$ cat src/common/tcc_pkg.sv
`default_nettype none

package tcc_pkg;
  localparam int CNT_W = 16;
  localparam logic [15:0] CNT_RST = 16'h0000;
  localparam logic [15:0] CAP_RST = 16'h0000;
  localparam logic [15:0] RD_UNMAPPED = 16'h0000;
  // register select codes on the cpu port
  localparam logic [1:0] SEL_COUNT = 2'h0;
  localparam logic [1:0] SEL_PRIMARY = 2'h1;
  localparam logic [1:0] SEL_SECONDARY = 2'h2;
  // field positions
  localparam int OPM_LO = 1;
  localparam int OPM_HI = 3;
  localparam int CCC_PRI_CAP = 0;
  localparam int CCC_PRI_SRC = 1;
  localparam int CCC_SEC_CAP = 2;
  localparam int PRS_A_LO = 4;
  localparam int PRS_A_HI = 5;
  localparam int PRS_B_LO = 6;
  localparam int PRS_B_HI = 7;
  // edge-select codes
  localparam logic [1:0] EDGE_FALL = 2'h0;
  localparam logic [1:0] EDGE_RISE = 2'h1;
  localparam logic [1:0] EDGE_BOTH = 2'h3;
  typedef enum logic [1:0] {
    TCC_STOP,
    TCC_FREE,
    TCC_CLR_EDGE,
    TCC_CLR_MATCH
  } tcc_mode_t;
endpackage : tcc_pkg

`default_nettype wire

$ cat src/common/tcc_edge_if.sv
`default_nettype none

interface tcc_edge_if;
  logic rise;
  logic fall;
  modport src (output rise, output fall);
  modport snk (input rise, input fall);
endinterface : tcc_edge_if

`default_nettype wire

$ cat src/verilog/tcc_core.sv
`default_nettype none

module tcc_core #(
  parameter int CNT_W = tcc_pkg::CNT_W
) (
  // clock and reset
  input wire logic clk_i,
  input wire logic rst_n_i,

  // count clock strobe from the prescaler
  input wire logic count_tick_i,

  // cpu register port
  input wire logic [1:0] reg_sel_i,
  input wire logic reg_rd_i,
  input wire logic reg_wr_i,
  input wire logic [CNT_W-1:0] reg_wdata_i,
  output logic [CNT_W-1:0] reg_rdata_o,

  // control fields held outside this block
  input wire logic [7:0] op_mode_control_i,
  input wire logic [7:0] capcmp_control_i,
  input wire logic [7:0] prescaler_setup_i,
  input wire logic oneshot_mode_i,
  input wire logic oneshot_sw_trigger_i,

  // timer pins
  input wire logic timer_input_a_i,
  input wire logic shared_port_pin_i,
  output logic shared_port_pin_o,
  output logic shared_port_pin_oe_o,
  input wire logic timer_output_sel_i,
  input wire logic timer_output_level_i,

  // match interrupt requests
  output logic primary_match_irq_o,
  output logic secondary_match_irq_o
);

  typedef struct packed {
    logic [CNT_W-1:0] up_count_value;
    logic [CNT_W-1:0] capcmp_primary;
    logic [CNT_W-1:0] capcmp_secondary;
    logic [CNT_W-1:0] rdata;
    logic pending;
    logic pin_out;
    logic pin_oe;
  } tcc_core_st_t;

  tcc_core_st_t st_r;
  tcc_core_st_t st_nxt;

  // edge strobes of both timer inputs
  tcc_edge_if a_edge ();
  tcc_edge_if b_edge ();

  logic primary_equal;
  logic secondary_equal;
  logic advance;
  logic hold_off;
  logic owed;
  logic running;
  logic a_valid;
  logic b_valid;
  logic primary_trig;
  logic primary_is_capture;
  logic secondary_is_capture;
  logic primary_from_a;
  logic [1:0] a_sel;
  logic [1:0] b_sel;
  logic b_enabled;
  tcc_pkg::tcc_mode_t mode;

  // valid edge as selected: 00 falling, 01 rising, 11 both
  function automatic logic edge_hit(
    input logic [1:0] sel,
    input logic rise,
    input logic fall
  );
    logic hit;
    hit = 1'b0;
    case (sel)
      tcc_pkg::EDGE_FALL: hit = fall;
      tcc_pkg::EDGE_RISE: hit = rise;
      tcc_pkg::EDGE_BOTH: hit = rise | fall;
      // the one-zero code is forbidden to software and yields nothing
      default: hit = 1'b0;
    endcase
    return hit;
  endfunction : edge_hit

  // primary captures from input a on the phase opposite a single valid edge; the both code yields nothing
  function automatic logic edge_hit_reverse(
    input logic [1:0] sel,
    input logic rise,
    input logic fall
  );
    logic hit;
    hit = 1'b0;
    case (sel)
      tcc_pkg::EDGE_FALL: hit = rise;
      tcc_pkg::EDGE_RISE: hit = fall;
      default: hit = 1'b0;
    endcase
    return hit;
  endfunction : edge_hit_reverse

  // mode field decode
  always_comb begin
    case (op_mode_control_i[tcc_pkg::OPM_HI -: 2])
      2'h0: mode = tcc_pkg::TCC_STOP;
      2'h1: mode = tcc_pkg::TCC_FREE;
      2'h2: mode = tcc_pkg::TCC_CLR_EDGE;
      default: mode = tcc_pkg::TCC_CLR_MATCH;
    endcase
  end

  assign running = (mode != tcc_pkg::TCC_STOP);

  // control field picks
  assign primary_is_capture = capcmp_control_i[tcc_pkg::CCC_PRI_CAP];
  assign primary_from_a = capcmp_control_i[tcc_pkg::CCC_PRI_SRC];
  assign secondary_is_capture = capcmp_control_i[tcc_pkg::CCC_SEC_CAP];
  assign a_sel = prescaler_setup_i[tcc_pkg::PRS_A_HI:tcc_pkg::PRS_A_LO];
  assign b_sel = prescaler_setup_i[tcc_pkg::PRS_B_HI:tcc_pkg::PRS_B_LO];

  // the shared pin is input b only while it is not the timer output
  assign b_enabled = ~st_r.pin_oe;

  tcc_edge_detect u_edge_a (
    .clk_i(clk_i),
    .rst_n_i(rst_n_i),
    .pin_i(timer_input_a_i),
    .edge_o(a_edge)
  );

  tcc_edge_detect u_edge_b (
    .clk_i(clk_i),
    .rst_n_i(rst_n_i),
    .pin_i(shared_port_pin_i),
    .edge_o(b_edge)
  );

  assign a_valid = edge_hit(a_sel, a_edge.rise, a_edge.fall);
  assign b_valid = b_enabled & edge_hit(b_sel, b_edge.rise, b_edge.fall);

  always_comb begin
    if (primary_from_a) begin
      primary_trig = edge_hit_reverse(a_sel, a_edge.rise, a_edge.fall);
    end else begin
      primary_trig = b_valid;
    end
  end

  // a counter read defers any tick by a cycle; the owed tick is kept,
  // though two ticks owed in the same read cycle merge into one
  assign hold_off = reg_rd_i & (reg_sel_i == tcc_pkg::SEL_COUNT);
  assign owed = count_tick_i | st_r.pending;
  assign advance = running & owed & ~hold_off;

  tcc_cmp_unit #(
    .W(CNT_W)
  ) u_cmp_primary (
    .clk_i(clk_i),
    .rst_n_i(rst_n_i),
    .count_i(st_r.up_count_value),
    .value_i(st_r.capcmp_primary),
    .compare_en_i(~primary_is_capture),
    .advance_i(advance),
    .equal_o(primary_equal),
    .match_o(primary_match_irq_o)
  );

  tcc_cmp_unit #(
    .W(CNT_W)
  ) u_cmp_secondary (
    .clk_i(clk_i),
    .rst_n_i(rst_n_i),
    .count_i(st_r.up_count_value),
    .value_i(st_r.capcmp_secondary),
    .compare_en_i(~secondary_is_capture),
    .advance_i(advance),
    .equal_o(secondary_equal),
    .match_o(secondary_match_irq_o)
  );

  always_comb begin
    st_nxt = st_r;

    // deferred tick bookkeeping
    st_nxt.pending = running & ((owed & hold_off) | (count_tick_i & st_r.pending));

    // counter: clears win over the step
    if (!running) begin
      st_nxt.up_count_value = tcc_pkg::CNT_RST;
    end else if ((mode == tcc_pkg::TCC_CLR_EDGE) && a_valid) begin
      st_nxt.up_count_value = tcc_pkg::CNT_RST;
    end else if (oneshot_mode_i && oneshot_sw_trigger_i) begin
      st_nxt.up_count_value = tcc_pkg::CNT_RST;
    end else if (advance) begin
      if ((mode == tcc_pkg::TCC_CLR_MATCH) && primary_equal) begin
        st_nxt.up_count_value = tcc_pkg::CNT_RST;
      end else begin
        // wraps through all ones, so a value below the count waits a lap
        st_nxt.up_count_value = st_r.up_count_value + 1'b1;
      end
    end

    // software writes are whole 16-bit words
    if (reg_wr_i && (reg_sel_i == tcc_pkg::SEL_PRIMARY)) begin
      st_nxt.capcmp_primary = reg_wdata_i;
    end
    if (reg_wr_i && (reg_sel_i == tcc_pkg::SEL_SECONDARY)) begin
      st_nxt.capcmp_secondary = reg_wdata_i;
    end

    // captures land after writes, so hardware wins a collision
    if (primary_is_capture && primary_trig) begin
      st_nxt.capcmp_primary = st_r.up_count_value;
    end
    if (secondary_is_capture && a_valid) begin
      st_nxt.capcmp_secondary = st_r.up_count_value;
    end

    // read data is taken from the old register values, so a read in the
    // same cycle as a capture returns the value from before the capture
    if (reg_rd_i) begin
      if (reg_sel_i == tcc_pkg::SEL_COUNT) begin
        st_nxt.rdata = st_r.up_count_value;
      end else if (reg_sel_i == tcc_pkg::SEL_PRIMARY) begin
        st_nxt.rdata = st_r.capcmp_primary;
      end else if (reg_sel_i == tcc_pkg::SEL_SECONDARY) begin
        st_nxt.rdata = st_r.capcmp_secondary;
      end else begin
        st_nxt.rdata = tcc_pkg::RD_UNMAPPED;
      end
    end

    // shared pin direction and level
    st_nxt.pin_oe = timer_output_sel_i;
    st_nxt.pin_out = timer_output_sel_i & timer_output_level_i;
  end

  always_ff @(posedge clk_i or negedge rst_n_i) begin
    if (!rst_n_i) begin
      st_r.up_count_value <= tcc_pkg::CNT_RST;
      st_r.capcmp_primary <= tcc_pkg::CAP_RST;
      st_r.capcmp_secondary <= tcc_pkg::CAP_RST;
      st_r.rdata <= tcc_pkg::RD_UNMAPPED;
      st_r.pending <= 1'b0;
      st_r.pin_out <= 1'b0;
      st_r.pin_oe <= 1'b0;
    end else begin
      st_r <= st_nxt;
    end
  end

  assign reg_rdata_o = st_r.rdata;
  assign shared_port_pin_o = st_r.pin_out;
  assign shared_port_pin_oe_o = st_r.pin_oe;

endmodule : tcc_core

`default_nettype wire

$ cat src/verilog/tcc_edge_detect.sv
`default_nettype none

module tcc_edge_detect (
  // clock and reset
  input wire logic clk_i,
  input wire logic rst_n_i,
  // raw pin
  input wire logic pin_i,
  // edge strobes
  tcc_edge_if.src edge_o
);
  typedef struct packed {
    logic meta;
    logic sync;
    logic prev;
    logic rise;
    logic fall;
  } tcc_edge_st_t;

  tcc_edge_st_t st_r;
  tcc_edge_st_t st_nxt;

  // meta feeds only sync; edges are judged on sync against prev
  always_comb begin
    st_nxt = st_r;
    st_nxt.meta = pin_i;
    st_nxt.sync = st_r.meta;
    st_nxt.prev = st_r.sync;
    st_nxt.rise = st_r.sync & ~st_r.prev;
    st_nxt.fall = ~st_r.sync & st_r.prev;
  end

  always_ff @(posedge clk_i or negedge rst_n_i) begin
    if (!rst_n_i) begin
      st_r <= '0;
    end else begin
      st_r <= st_nxt;
    end
  end

  assign edge_o.rise = st_r.rise;
  assign edge_o.fall = st_r.fall;
endmodule : tcc_edge_detect

`default_nettype wire

$ cat src/verilog/tcc_cmp_unit.sv
`default_nettype none

module tcc_cmp_unit #(
  parameter int W = 16
) (
  // clock and reset
  input wire logic clk_i,
  input wire logic rst_n_i,
  // compare inputs
  input wire logic [W-1:0] count_i,
  input wire logic [W-1:0] value_i,
  input wire logic compare_en_i,
  input wire logic advance_i,
  // results
  output logic equal_o,
  output logic match_o
);
  typedef struct packed {
    logic match;
  } tcc_cmp_st_t;

  tcc_cmp_st_t st_r;
  tcc_cmp_st_t st_nxt;

  assign equal_o = (count_i == value_i);

  // the match fires as the counter leaves the equal value, so a zero
  // compare fires on the step from zero to one, after a restart or a wrap
  always_comb begin
    st_nxt = st_r;
    st_nxt.match = compare_en_i & advance_i & equal_o;
  end

  always_ff @(posedge clk_i or negedge rst_n_i) begin
    if (!rst_n_i) begin
      st_r <= '0;
    end else begin
      st_r <= st_nxt;
    end
  end

  assign match_o = st_r.match;
endmodule : tcc_cmp_unit

`default_nettype wire

$ cat config.mk
export PLATFORM = sky130hd
export DESIGN_NAME = tcc_core
export DESIGN_NICKNAME = d
export VERILOG_FILES = /design/src/common/tcc_pkg.sv /design/src/common/tcc_edge_if.sv /design/src/verilog/tcc_core.sv /design/src/verilog/tcc_edge_detect.sv /design/src/verilog/tcc_cmp_unit.sv
export SDC_FILE = /design/constraint.sdc
export NUM_CORES = 1
export LEC_CHECK = 0
export ABC_AREA = 1
export BUFFER_PORTS_ARGS = -buffer_cell sky130_fd_sc_hd__buf_4
export CAP_MARGIN = 20
export CORE_UTILIZATION = 30
export DETAILED_ROUTE_END_ITERATION = 10
export PLACE_DENSITY = 0.58
export SLEW_MARGIN = 40
export SYNTH_ARGS = -nofsm -noshare
export SYNTH_HDL_FRONTEND = slang
export SYNTH_SLANG_ARGS = --single-unit
$ cat constraint.sdc
create_clock -name clk_i -period 2.5 [get_ports clk_i]
set_clock_uncertainty 0.15 [all_clocks]
set_input_delay 0.125 -clock clk_i [delete_from_list [all_inputs] [get_ports clk_i]]
set_output_delay 0.125 -clock clk_i [all_outputs]
set_load 0.03 [all_outputs]
Word-level counts from Yosys, hierarchy flattened --
Cells that the tools add are included.
Cells by class: reductions and logical operators 14, bitwise logic cells 28, eq/ne operators 13, add/sub/neg operators 1, muxes and demuxes 17
Operators with widths (number):
- two-way mux 16 bit | 12
- equality test 16 bit | 2
- adder 16 x 1 -> 16 bit, second input constant | 1
- AND 1 bit | 16
- equality test 2 bit, second input constant | 6
- equality test 2 x 1 -> 1 bit, second input constant | 4
- zero test 2 bit | 4
- inverter 1 bit | 8
- logical AND 1 bit | 7
- one-hot mux 1 bit (3 select lines) | 2
- one-hot mux 2 bit (3 select lines) | 1
- nonzero test 2 bit | 3
- != test 4 x 1 -> 1 bit, second input constant | 1
- OR 1 bit | 4
- one-hot mux 1 bit (2 select lines) | 1
- two-way mux 1 bit | 1
Word-level totals: input port bits 53, word-level logic and storage cells 92, output and inout port bits 20, flip-flop bits (word level) 79

Depth between registers and ports, before layout --
depth in word-level cells 9, depth in mapped cells 12, depth with buffers taken out 11

Cells and area by module --
A second synthesis with hierarchy kept.
Second synthesis, totals: cells, all modules 725, area, all modules 4932.2 µm²
Modules (own cells, without submodules):
- tcc_core | instances 1, cells each 521, area each 3906.2 µm², sequential area each 1676.6 µm²
- tcc_cmp_unit | instances 2, cells each 93, area each 372.9 µm², sequential area each 25.0 µm²
- tcc_edge_detect | instances 2, cells each 9, area each 140.1 µm², sequential area each 125.1 µm²

Worst setup path before layout --
Ideal clock, no wire load.
path kind register to register, from register st_r[51] (netlist bit), to register st_r[65] (netlist bit), clock period less this slack 1.690 ns, path slack 0.810 ns, data arrival time 1.418 ns, data required time 2.228 ns, path buffers 0, stages on the path, launching flop included 10, library setup time 0.122 ns, path through dfrtp_1 > ha_1 > nand3_1 > nor2_1 > nand2_1 > nor2_4 > nand4_1 > xor2_1 > nand2_1 > o21ai_1
Between the ends: word-level cells in the longest chain between the ends 7, elaborated cells on any way between the ends 8, classes of those cells add/sub (1); eq/ne (1); mux (5); reduce/logical (1)
RTL lines:
- start, declared | line tcc_core.sv:50 | tcc_core_st_t st_r;
- start signal, assigned | line tcc_core.sv:254 | st_r <= st_nxt;
- branches (longest 2 deep; another with adder 16 x 1 -> 16 bit)
- two-way mux 16 bit * | line tcc_core.sv:201 | if ((mode == tcc_pkg::TCC_CLR_MATCH) && primary_equal) begin
- two-way mux 16 bit * | line tcc_core.sv:200 | end else if (advance) begin
- two-way mux 16 bit * | line tcc_core.sv:198 | end else if (oneshot_mode_i && oneshot_sw_trigger_i) begin
- two-way mux 16 bit * | line tcc_core.sv:196 | end else if ((mode == tcc_pkg::TCC_CLR_EDGE) && a_valid) begin
- two-way mux 16 bit * | line tcc_core.sv:194 | if (!running) begin
Every way passes the cells marked *. The select of a mux whose other input is x is not followed. A chain may end at the register's enable or synchronous reset.

Final worst setup path --
Ends and elaborated chain as after synthesis.

==> impl_metrics.csv <==
group,metric,value,unit
status,status,"finished, final reports clean",
clocking,clk_path_buf_depth,2,
critical_path,critical_path_class,"flop to flop",
grt,grt_pass1_vias,3932,
synth,post_synth.cell_area_avg,7.68,um2
clocking,clock-root-buffer,"clkbuf_16",
routing,routed_wl,12800,um
routing,viasPerCell,4.95,
routing,post-route-drc-count,0,
synth,synth-async-reset-ratio,100,%
die,die_area,15400,um2
run,drv_cap,0,
layout,fin_util,37.6,%
clocking,cts_buffers,9,
sta,finalHoldViolations,0,
synth,ys.flop_type,"dfrtp_1",
power,cellPowerDensity,643,nW/um2
sta,fin_ws,0.458,ns
power,ir_drop,0.396,mV
power,seq_power_share,41.9,%
clocking,cts_sinks,79,
power,p_sw_share,28.7,%
die,die-height,124,um
synth,yosysWarningCount,0,
power,p_clk_share,38.4,%
clocking,clk_latency,0.34,ns
critical_path,critical_path.endpoint_type,"flop",
clocking,htree_levels,3,
layout,nets,692,
die,io_pins,73,
power,cellLeakagePower,0.00264,uW
synth,synthesis.area,4460,um2
synth,synth-edff-count,0,
routing,drtAntennaViolNets,0,
grt,grt.total_usage,17.7,%
placed_design,port_buffers,57,
layout,final_common_cell,"nand2_1",
synth,ys_seq_area_share,44.3,%
synth,synthCells,581,
layout,syn_to_final_growth,22.5,%
sta,tightest_slew,0.751,ns
clocking,clkTransAtPathRegs,0.06,ns
clocking,cts_tree,"yes",
die,die_w,124,um
routing,wl_per_cell,15.4,um
routing,drt_iter0_markers,328,
sta,finalSetupViolCount,0,
sta,max-slew-margin-rel,49.9,%
critical_path,cp_max_fo,7,
critical_path,crit_required,2.57,ns
layout,drive_gt1_share,17.4,%
sta,setup_tns,0,ns
synth,syn_nets,635,
placed_design,dp_hpwl,9080,um
sta,rsz0062_at_grt,"false",
sta,finalCritPeriodShare,81.7,%
critical_path,critPathLaunchType,"flop",
grt,grt_overflow_total,0,
layout,layout_common_cells,"nand2_1, dfrtp_1, inv_1, nand3_1, buf_4",
critical_path,arrival,2.11,ns
grt,grt_pass1_wl,20400,um
clocking,post_cts_buffers,0,
sta,fin_crit,2.04,ns
power,share_comb_of_total_power,19.7,%
sta,fmax,490,MHz
routing,vias,4094,
grt,grt_start_max_net_pins,80,
synth,yosysUniqueCellTypes,33,
sta,report.final.slew_viol_count,0,
die,rows,44,
synth,synth-seq-cells,79,
power,switchingPower,1010,uW
placed_design,place_ws,0.490,ns
routing,first_pass_iters,5,
min_path,worstHoldPathType,"primary input to flop",
placed_design,gp_congestion,0.886,
die,start_util,30.7,%
grt,grt_antenna_before_repair,0,
die,coreArea,14500,um2
layout,antennaDiodeCount,0,
power,p_int,2510,uW
==> through the flow <==
stage	cell area, um2	hold slack, ns	power (uW)	instances
2_1_floorplan	4460	-0.321	1940	581
3_3_place_gp	4910	0.0860	2140	787
3_5_place_dp	4910	0.0790	2160	787
4_1_cts	5470	0.135	3540	827
5_1_grt	5470	0.173	3690	827
6_report	5470	0.146	3510	827
==> layout make-up <==
type,count,area (um2)
Sequential cell,79,1980
Inverter,81,304
Clock inverter,3,40.0
Timing Repair Buffer,88,724
Multi-Input combinational cell,379,1920
Tap cell,184,230
Clock buffer,13,270
Fill cell,1560,9070
==> sequential cells by signal (all words and copies together) (netlist names) <==
signal,flops
u_edge_b.edge_o.fall,1
u_edge_b.edge_o.rise,1
u_edge_a.edge_o.rise,1
u_edge_b.st_r,1
u_cmp_secondary.match_o,1
shared_port_pin_o,1
u_edge_b.st_nxt,2
u_edge_a.edge_o.fall,1
u_edge_a.st_nxt,2
reg_rdata_o,16
shared_port_pin_oe_o,1
u_edge_a.st_r,1
st_r,49
u_cmp_primary.match_o,1
==> Yosys cell counts, types with 7 or more instances <==
cell type,number,area [um2]
a21oi_1,25,125
buf_2,9,45.0
buf_4,23,173
clkbuf_1,8,30.0
dfrtp_1,79,1980
inv_1,68,255
inv_2,13,48.8
nand2_1,153,574
nand3_1,65,325
nor2_1,31,116
nor2_2,7,43.8
o21ai_0,12,60.1
o21ai_1,11,55.1
o221ai_1,17,149
o22ai_1,18,113
xor2_1,8,70.1
==> power by group through the flow <==
stage,logic (uW),clock network [uW],registers (uW)
floorplan,466,0,1480
global placement,649,0,1490
detailed placement,660,0,1500
CTS,692,1380,1470
global route,768,1430,1490
finish,691,1350,1470
==> metal layers <==
metal  track usage [%]  up-vias  share of wire, %
li1                  -     2001                 -
met1              23.9     1959                45
met2              29.4      122                47
met3              2.70       12               6.7
met4              4.91        0               1.1
met5                 0        -                 0
==> path summary, 6_finish.rpt <==
check	depth (start not counted)	slack, ns	end	startpoint
min in group asynchronous	2	0.23	st_r[21]	rst_n_i
hold reg to reg	0	0.20	u_edge_b.st_nxt[2]	u_edge_b.st_nxt[3]
setup / recovery	9	0.46	st_r[65]	st_r[51]
setup reg to reg	9	0.46	st_r[65]	st_r[51]
hold / removal	5	0.15	reg_rdata_o[6]	reg_rd_i
max in group asynchronous	2	1.44	reg_rdata_o[11]	rst_n_i
==> logic make-up after synthesis <==
kind of cell             Yosys count  synth area share (%)
AO/OA/AOI/OAI                     97                  13.8
XOR/XNOR                           8                  1.57
adder cells (fa/ha/maj)            1                 0.280
AND/OR/NAND/NOR                  273                  27.3
buffers and inverters            123                  12.7
flip-flops                        79                  44.3
==> repair_timing <==
action	4_1_cts	5_1_grt
setup endpoints to repair	0	0
hold endpoints to repair	117	0
resized for setup	0	0
hold buffers	24	0
==> worst max-delay path, cell delays in order (launching register included) <==
cell     delay (ns)
dfrtp_1        0.48
ha_1           0.25
nand3_1        0.13
nor2_1         0.16
nand2_1        0.12
nor2_4         0.17
nand4_1        0.16
xor2_1         0.18
nand2_1        0.07
o21ai_1        0.06
(Power assumes the default switching activity.)
